$ cat src/common/rspc_consts.svh
// Constants of the ROM shared port and strap capture block
`ifndef RSPC_CONSTS_SVH
`define RSPC_CONSTS_SVH

// ****************************************************************
// Strap pin positions
// ****************************************************************
`define RSPC_STRAP_ARB_POS      7
`define RSPC_STRAP_CENTRAL_POS  6
`define RSPC_STRAP_SCLK_POS     5
`define RSPC_STRAP_ASYNC_POS    4
`define RSPC_STRAP_LOCKOUT_POS  3
`define RSPC_STRAP_LOW_POS      3

// ****************************************************************
// Serial line positions on the shared pins
// ****************************************************************
`define RSPC_SER_WRITE_POS      2
`define RSPC_SER_READ_POS       1
`define RSPC_SER_CLOCK_POS      0

// ****************************************************************
// Sequencing figures
// ****************************************************************
`define RSPC_ADDR_BYTES         2'd3
`define RSPC_DATA_CYCLES        4
`define RSPC_SER_BITS           16
`define RSPC_PRELOAD_PATTERN    2'b10
`define RSPC_PINS_RESET         8'h00

`endif

$ cat src/common/rspc_pkg.sv
// Types of the ROM shared port and strap capture block
package rspc_pkg;

    typedef struct packed {
        logic arb_enable;
        logic central_tristate;
        logic sec_clk_enable;
        logic async_mode;
        logic lockout_init;
    } rspc_straps_t;

    typedef enum logic [2:0] {
        RSPC_IDLE,
        RSPC_PRELOAD,
        RSPC_PAR_ADDR,
        RSPC_PAR_DATA,
        RSPC_SER_SHIFT
    } rspc_state_t;

endpackage

$ cat src/rtl/rspc_strap_latch.sv
// Strap capture during primary reset and primary lockout bit
`timescale 1ns/1ps
`include "rspc_consts.svh"

module rspc_strap_latch (
    input  wire logic                 clk,
    input  wire logic                 rst,
    input  wire logic [7:0]           pins,
    input  wire logic                 lockout_clear,
    output rspc_pkg::rspc_straps_t    straps,
    output logic                      lockout
);
    import rspc_pkg::*;

    rspc_straps_t pin_straps;

    assign pin_straps.arb_enable       = pins[`RSPC_STRAP_ARB_POS];
    assign pin_straps.central_tristate = pins[`RSPC_STRAP_CENTRAL_POS];
    assign pin_straps.sec_clk_enable   = pins[`RSPC_STRAP_SCLK_POS];
    assign pin_straps.async_mode       = pins[`RSPC_STRAP_ASYNC_POS];
    assign pin_straps.lockout_init     = pins[`RSPC_STRAP_LOCKOUT_POS];

    // Track pins through reset, hold last value after release
    always_ff @(posedge clk) begin
        if (rst) begin
            straps  <= pin_straps;
            lockout <= pin_straps.lockout_init;
        end else if (lockout_clear) begin
            lockout <= 1'b0;
        end
    end

endmodule // rspc_strap_latch

$ cat src/rtl/rspc_top.sv
// ROM shared pin sequencer with reset strap capture
//
// Overview of operation
// - Parallel access drives address 23..16, 15..8, 7..0, then the data byte on writes.
// - Serial ROM uses pin 2 write data, pin 1 read data, pin 0 clock.
// - During primary reset, pins 7..3 are pulled externally and taken as options.
// - Pin 7 low disables arbiter; grant 0 becomes request, request 0 grant.
// - Pin 6 low parks wide request and bus low during secondary reset.
// - Pin 5 low holds secondary clock low, high passes primary clock.
// - Pin 4 high selects asynchronous interfaces, low synchronous.
// - Pin 3 sets lockout after reset; lockout retries config until cleared.
// - Preload runs only on pattern 10b; a first bit of 0 stops it after that bit.
// - Pin 2 is not strapped; it is sampled during the first serial read.
// - Serial ROM select is driven high to enable a read or write.
// - Latch enable low from first address byte until last address byte.
// - Latch clock output is the primary clock divided by two.
`timescale 1ns/1ps
`include "rspc_consts.svh"

module rspc_top #(
    parameter int DATA_CYCLES = `RSPC_DATA_CYCLES,
    parameter int SER_BITS    = `RSPC_SER_BITS
) (
    input  wire logic                  SYS_CLK,
    input  wire logic                  SYS_RST,
    input  wire logic [7:0]            ROM_AD_IN,
    output logic      [7:0]            ROM_AD_OUT,
    output logic      [7:0]            ROM_AD_OE,
    output logic                       ROM_LATCH_ENABLE_N,
    output logic                       ROM_LATCH_CLOCK,
    output logic                       SERIAL_ROM_SELECT,
    input  wire logic                  PAR_REQ,
    input  wire logic                  PAR_WRITE,
    input  wire logic [23:0]           PAR_ADDR,
    input  wire logic [7:0]            PAR_WDATA,
    output logic      [7:0]            PAR_RDATA,
    input  wire logic                  SER_REQ,
    input  wire logic [SER_BITS-1:0]   SER_TX,
    output logic      [SER_BITS-1:0]   SER_RX,
    output logic                       BUSY,
    output logic                       DONE,
    output logic                       PRELOAD_ENABLE,
    output logic                       PRELOAD_DONE,
    output logic                       SER_BIAS_LEVEL,
    input  wire logic                  SEC_RESET,
    input  wire logic                  LOCKOUT_CLEAR,
    output logic                       ARB_ENABLE,
    output logic                       OWN_REQ_ON_GNT0,
    output logic                       SEC_WIDE_REQUEST_N,
    output logic                       SEC_WIDE_REQUEST_OE,
    output logic                       SEC_BUS_PARK_LOW,
    output logic                       SEC_CLK_ENABLE,
    output logic                       ASYNC_MODE,
    output logic                       PRIMARY_LOCKOUT,
    output logic                       CONFIG_RETRY
);
    import rspc_pkg::*;

    localparam int CNT_W = (DATA_CYCLES > SER_BITS) ? $clog2(DATA_CYCLES + 1)
                                                    : $clog2(SER_BITS + 1);

    // Refuse counts the sequencer cannot serve
    if (DATA_CYCLES < 1 || SER_BITS < 2) begin : g_param_check
        $error("rspc_top: DATA_CYCLES must be >= 1 and SER_BITS >= 2");
    end

    // ****************************************************************
    // Strap capture
    // ****************************************************************
    rspc_straps_t straps;
    logic         lockout;

    rspc_strap_latch i_rspc_strap_latch (
        .clk           (SYS_CLK),
        .rst           (SYS_RST),
        .pins          (ROM_AD_IN),
        .lockout_clear (LOCKOUT_CLEAR),
        .straps        (straps),
        .lockout       (lockout)
    );

    // ****************************************************************
    // Sequencer state
    // ****************************************************************
    rspc_state_t        state;
    logic               phase;
    logic [1:0]         byte_idx;
    logic [CNT_W-1:0]   cnt;
    logic               write_op;
    logic [23:0]        addr;
    logic [7:0]         wdata;
    logic [SER_BITS-1:0] shreg;
    logic               pre_first;

    // Phase 0 edges close each two-cycle latch clock period
    wire byte_end   = ~phase;
    wire last_addr  = byte_end && (byte_idx == `RSPC_ADDR_BYTES - 2'd1);
    wire data_end   = (cnt == CNT_W'(DATA_CYCLES - 1));
    wire ser_end    = byte_end && (cnt == CNT_W'(SER_BITS - 1));
    wire read_bit   = ROM_AD_IN[`RSPC_SER_READ_POS];
    wire [1:0] pre_pattern = `RSPC_PRELOAD_PATTERN;
    wire pre_ok_1st = (read_bit == pre_pattern[1]);
    wire pre_ok_2nd = (read_bit == pre_pattern[0]);

    wire [7:0] addr_byte = (byte_idx == 2'd0) ? addr[23:16] :
                           (byte_idx == 2'd1) ? addr[15:8]  :
                                                addr[7:0];

    // ****************************************************************
    // Sequencer
    // ****************************************************************
    always_ff @(posedge SYS_CLK) begin
        if (SYS_RST) begin
            state              <= RSPC_PRELOAD;
            phase              <= 1'b0;
            byte_idx           <= 2'd0;
            cnt                <= '0;
            write_op           <= 1'b0;
            addr               <= 24'h00_0000;
            wdata              <= 8'h00;
            shreg              <= '0;
            pre_first          <= 1'b1;
            ROM_AD_OUT         <= `RSPC_PINS_RESET;
            ROM_AD_OE          <= `RSPC_PINS_RESET;
            ROM_LATCH_ENABLE_N <= 1'b1;
            ROM_LATCH_CLOCK    <= 1'b0;
            SERIAL_ROM_SELECT  <= 1'b0;
            PAR_RDATA          <= 8'h00;
            SER_RX             <= '0;
            BUSY               <= 1'b1;
            DONE               <= 1'b0;
            PRELOAD_ENABLE     <= 1'b0;
            PRELOAD_DONE       <= 1'b0;
            SER_BIAS_LEVEL     <= 1'b0;
        end else begin
            phase           <= ~phase;
            ROM_LATCH_CLOCK <= ~ROM_LATCH_CLOCK;
            DONE            <= 1'b0;
            case (state)
                RSPC_IDLE: begin
                    ROM_AD_OE <= 8'h00;
                    // One request at a time, parallel first
                    if (PAR_REQ && !phase) begin
                        state              <= RSPC_PAR_ADDR;
                        write_op           <= PAR_WRITE;
                        addr               <= PAR_ADDR;
                        wdata              <= PAR_WDATA;
                        byte_idx           <= 2'd0;
                        BUSY               <= 1'b1;
                        ROM_AD_OE          <= 8'hFF;
                        ROM_AD_OUT         <= PAR_ADDR[23:16];
                        ROM_LATCH_ENABLE_N <= 1'b0;
                    end else if (SER_REQ && !phase) begin
                        state             <= RSPC_SER_SHIFT;
                        shreg             <= SER_TX;
                        cnt               <= '0;
                        BUSY              <= 1'b1;
                        SERIAL_ROM_SELECT <= 1'b1;
                        ROM_AD_OE         <= 8'h05;
                        ROM_AD_OUT        <= {5'h00, SER_TX[SER_BITS-1], 2'b00};
                    end else begin
                        BUSY <= 1'b0;
                    end
                end
                RSPC_PRELOAD: begin
                    // First read: write line left to its pull-up
                    SERIAL_ROM_SELECT <= 1'b1;
                    ROM_AD_OE         <= 8'h01;
                    ROM_AD_OUT        <= {7'h00, phase};
                    // No sample before the select has been raised
                    if (byte_end && SERIAL_ROM_SELECT) begin
                        pre_first <= 1'b0;
                        if (pre_first) begin
                            SER_BIAS_LEVEL <= ROM_AD_IN[`RSPC_SER_WRITE_POS];
                        end
                        if (!pre_first || !pre_ok_1st) begin
                            // Stop after the first bit unless it matched
                            state             <= RSPC_IDLE;
                            PRELOAD_ENABLE    <= !pre_first && pre_ok_2nd;
                            PRELOAD_DONE      <= 1'b1;
                            SERIAL_ROM_SELECT <= 1'b0;
                            ROM_AD_OE         <= 8'h00;
                            ROM_AD_OUT        <= 8'h00;
                        end
                    end
                end
                RSPC_PAR_ADDR: begin
                    if (byte_end) begin
                        byte_idx <= byte_idx + 2'd1;
                        if (last_addr) begin
                            // Address held in latches, move to data byte
                            state              <= RSPC_PAR_DATA;
                            cnt                <= '0;
                            ROM_LATCH_ENABLE_N <= 1'b1;
                            ROM_AD_OUT         <= write_op ? wdata : 8'h00;
                            ROM_AD_OE          <= write_op ? 8'hFF : 8'h00;
                        end else begin
                            ROM_AD_OUT <= (byte_idx == 2'd0) ? addr[15:8] : addr[7:0];
                        end
                    end else begin
                        ROM_AD_OUT <= addr_byte;
                    end
                end
                RSPC_PAR_DATA: begin
                    cnt <= cnt + CNT_W'(1);
                    if (data_end) begin
                        state <= RSPC_IDLE;
                        DONE  <= 1'b1;
                        if (!write_op) begin
                            PAR_RDATA <= ROM_AD_IN;
                        end
                        ROM_AD_OE <= 8'h00;
                    end
                end
                RSPC_SER_SHIFT: begin
                    // Clock high in phase 0, sampled as it falls
                    ROM_AD_OUT[`RSPC_SER_CLOCK_POS] <= phase;
                    if (byte_end) begin
                        shreg <= {shreg[SER_BITS-2:0], read_bit};
                        ROM_AD_OUT[`RSPC_SER_WRITE_POS] <= shreg[SER_BITS-2];
                        cnt <= cnt + CNT_W'(1);
                        if (ser_end) begin
                            state             <= RSPC_IDLE;
                            DONE              <= 1'b1;
                            SER_RX            <= {shreg[SER_BITS-2:0], read_bit};
                            SERIAL_ROM_SELECT <= 1'b0;
                            ROM_AD_OE         <= 8'h00;
                            ROM_AD_OUT        <= 8'h00;
                        end
                    end
                end
                default: begin
                    state <= RSPC_IDLE;
                end
            endcase
        end
    end

    // ****************************************************************
    // Strap driven controls
    // ****************************************************************
    always_ff @(posedge SYS_CLK) begin
        ARB_ENABLE          <= straps.arb_enable;
        OWN_REQ_ON_GNT0     <= ~straps.arb_enable;
        SEC_WIDE_REQUEST_N  <= 1'b0;
        SEC_WIDE_REQUEST_OE <= SEC_RESET && !straps.central_tristate;
        SEC_BUS_PARK_LOW    <= SEC_RESET && !straps.central_tristate;
        SEC_CLK_ENABLE      <= straps.sec_clk_enable;
        ASYNC_MODE          <= straps.async_mode;
        PRIMARY_LOCKOUT     <= lockout;
        CONFIG_RETRY        <= lockout && !SYS_RST;
    end

endmodule // rspc_top

$ cat config.mk
export PLATFORM = sky130hd
export DESIGN_NAME = rspc_top
export DESIGN_NICKNAME = d
export VERILOG_FILES = /design/src/common/rspc_pkg.sv /design/src/rtl/rspc_strap_latch.sv /design/src/rtl/rspc_top.sv
export VERILOG_INCLUDE_DIRS = /design/src /design/src/common
export SDC_FILE = /design/constraint.sdc
export NUM_CORES = 1
export LEC_CHECK = 0
export BUFFER_PORTS_ARGS = -buffer_cell sky130_fd_sc_hd__buf_2
export CORE_ASPECT_RATIO = 2
export CORE_MARGIN = 2
export CORE_UTILIZATION = 34
export CTS_BUF_LIST = sky130_fd_sc_hd__clkbuf_4
export DETAILED_ROUTE_END_ITERATION = 10
export MAX_ROUTING_LAYER = met4
export PLACE_DENSITY = 0.67
export SYNTH_ARGS = -nofsm -noshare
export SYNTH_HDL_FRONTEND = slang
export SYNTH_SLANG_ARGS = --single-unit
$ cat constraint.sdc
create_clock -name SYS_CLK -period 4.8 [get_ports SYS_CLK]
set_input_delay 0.48 -clock SYS_CLK [delete_from_list [all_inputs] [get_ports SYS_CLK]]
set_output_delay 0.48 -clock SYS_CLK [all_outputs]
set_load 0.01 [all_outputs]
==> impl_metrics.tcl <==
set metrics [dict create \
    run_status "completed" \
    yosysWarnings 0 \
    pin_count 120 \
    holdWs_ns 0.154 \
    cts_resized 0 \
    yosysTopAreaCellShare_pct 42.7 \
    fillers 1606 \
    core_area_um2 14800 \
    reg2reg_from "phase" \
    grt_pass1_vias 4295 \
    ys_ff_latch 115 \
    fin_setup_tns_ns 0 \
    avgSynthCellArea_um2 8.72 \
    worstPathMaxFanout 24 \
    yosys.area.top_type "dfxtp_1" \
    synth_nets 660 \
    rsz0062_at_grt "false" \
    hpwl_mm 9.89 \
    async_flop_share_pct 0 \
    cts_made_buffers 17 \
    start_util_pct 34.8 \
    drc 0 \
    routed_wl_mm 13.8 \
    clkTransAtPathRegs_ns 0.11 \
    slew_headroom_pct 35.3 \
    finalHoldViolations 0 \
    drive_above_1_share_pct 25.1 \
    crit_end "ROM_AD_OUT[2]" \
    synth_area_leaders "dfxtp_1 (43%), nand2_1 (9.0%), mux2i_1 (7.9%)" \
    startpoint "phase" \
    ctsLongestPathBuffers 2 \
    die_width_um 91.1 \
    finalSetupViolCount 0 \
    critical_path_class "reg -> reg" \
    drtAntennaViolNets 0 \
    startpoint_type "register" \
    dr_total_vias 4470 \
    floorplan.rows 63 \
    holdBufCountCts 0 \
    antenna_found_initial 1 \
    synth_edf_count 5 \
    synth_flop_cell "dfxtp_1" \
    post_cts_buffers 0 \
    fp.dieH_um 178 \
    finalPower_mw 2.01 \
    final_util_pct 40.5 \
    cts_tree "built" \
    clk_latency_ns 0.52 \
    slew_viol_final 0 \
    grt_max_degree 73 \
    power_density_nw_per_um2 335 \
    fin_crit_sh_pct 52.1 \
    synthDistinctLibCells 64 \
    synth_most_common_cell "nand2_1" \
    htree_levels 4 \
    synth_common_cells "nand2_1 (124), dfxtp_1 (110), a21oi_1 (64)" \
    wl_per_cell_um 15.4 \
    numPortBuffers 118 \
    areaGrowthSynthToFinish_pct 16.2 \
    cp.required_ns 5.19 \
    power.leakage_nw 2.38 \
    cts.sinks 115 \
    fin_skew_ns 0.0213 \
    drv_cap 0 \
    track_usage_pct 17.7 \
    viasPerCell 5.01 \
    fin_crit_ns 2.50 \
    gp_congestion 0.903 \
    root_buffer "clkbuf_4" \
    reg2reg_to "ROM_AD_OUT[2]" \
    grt-ovfl-total 0 \
    r2r_cells 5 \
    timing.fmax_ghz 0.400 \
    die-area_um2 16200 \
    r2r_setup_slack_ns 2.30 \
    vdd_drop_max_v 0.000252 \
    syn_area_um2 5160 \
    drt_iter0_drc 301 \
    firstDrtPassIters 4 \
    endpoint_kind "register" \
    syn-instance-count 592 \
    hold_path.class "in -> reg" \
    tightest_slew_ns 0.971 \
    seq_area_frac_synth_pct 45.6 \
    grt_pass1_wl_mm 22.0 \
    crit_arrival_ns 2.89 \
    fin_nets 751 \
]
## power breakdown
group	total [mW]	switching, mW	internal (mW)	leakage (nW)
Combinational	0.295	0.175	0.120	1.30
Sequential	1.06	0.0466	1.01	0.943
Clock	0.655	0.388	0.267	0.137
Total	2.01	0.610	1.40	2.38
## worst min-delay path by stage
| stage | from | endpoint | cells past startpoint |
|---|---|---|---|
| 3_3_place_gp | i_rspc_strap_latch.straps[2] | SEC_CLK_ENABLE | 0 |
| 2_1_floorplan | i_rspc_strap_latch.straps[1] | ASYNC_MODE | 0 |
| 3_5_place_dp | i_rspc_strap_latch.straps[2] | SEC_CLK_ENABLE | 0 |
| 6_report | ROM_AD_IN[6] | i_rspc_strap_latch.straps[3] | 1 |
| 4_1_cts | ROM_AD_IN[6] | i_rspc_strap_latch.straps[3] | 1 |
| 5_1_grt | ROM_AD_IN[6] | i_rspc_strap_latch.straps[3] | 1 |
## placed cells by master (no fill, tap or decap), types with 3 or more instances in the layout
| cell | netlist | routed |
|---|---|---|
| clkinv_2 | 0 | 4 |
| nor3_1 | 4 | 4 |
| a32oi_1 | 7 | 7 |
| nor2_1 | 47 | 47 |
| clkinvlp_4 | 0 | 3 |
| buf_2 | 10 | 117 |
| a21oi_1 | 64 | 64 |
| mux2i_1 | 41 | 41 |
| ha_1 | 5 | 5 |
| a211oi_1 | 22 | 22 |
| clkbuf_4 | 0 | 19 |
| nand3_1 | 10 | 10 |
| edfxtp_1 | 5 | 5 |
| o211ai_1 | 9 | 9 |
| and2_1 | 4 | 4 |
| dfxtp_1 | 110 | 110 |
| o21ai_0 | 11 | 11 |
| nand2_1 | 124 | 124 |
| a31oi_1 | 5 | 5 |
| inv_1 | 9 | 9 |
| nor2b_1 | 7 | 7 |
| buf_4 | 15 | 5 |
## flip-flops by register name (all words and copies together) (netlist names), 2 cells and up
name	flops
SER_RX	16
ROM_AD_OUT	8
addr	24
state	3
byte_idx	2
cnt	5
wdata	8
shreg	15
i_rspc_strap_latch.straps	4
PAR_RDATA	8
ROM_AD_OE	3
## worst max-delay path, cell delays in order (launching register included)
cell,delay (ns)
dfxtp_1,0.89
clkinv_1,0.50
nand2_1,0.25
mux2_2,0.36
o311ai_1,0.25
o32ai_1,0.14
## routing by layer
metal  GRT usage (%)  up-vias  wire, um
met4            7.64        0       383
met1            18.2     2073      5330
met2            32.4      129      7560
met5               -        -         0
met3            3.51       26       502
li1                -     2242         -
## stage by stage
stage	setup WS, ns	std cells	cell area [um2]
floorplan	2.96	592	5160
global placement	2.43	859	5740
detailed placement	2.34	859	5740
CTS	2.32	891	6000
global route	2.01	892	6000
finish	2.30	892	6000
## layout make-up
cell class	count	area, um2	share of cell area (%)
clock inverter	13	111	1.86
clock buffer	19	143	2.38
antenna	1	2.50	0.0417
inverter	11	43.8	0.730
timing repair buffer	122	623	10.4
tap	195	244	4.07
multi-input combinational	416	2480	41.3
sequential	115	2350	39.2
## logic make-up (layout without fill, tap and decap cells)
kind of cell / Yosys count / count (layout) / share of synthesized area (%)
compound gates: 147 / 147 / 19.0
flops: 115 / 115 / 45.6
xor+xnor: 1 / 1 / 0.170
mux: 43 / 43 / 8.39
other cells: 1 / 2 / 0.0726
simple gates: 219 / 219 / 19.2
fa+ha+maj: 5 / 5 / 1.21
buf+inv: 61 / 165 / 6.40
No activity file was read; power rests on OpenSTA's default activity.
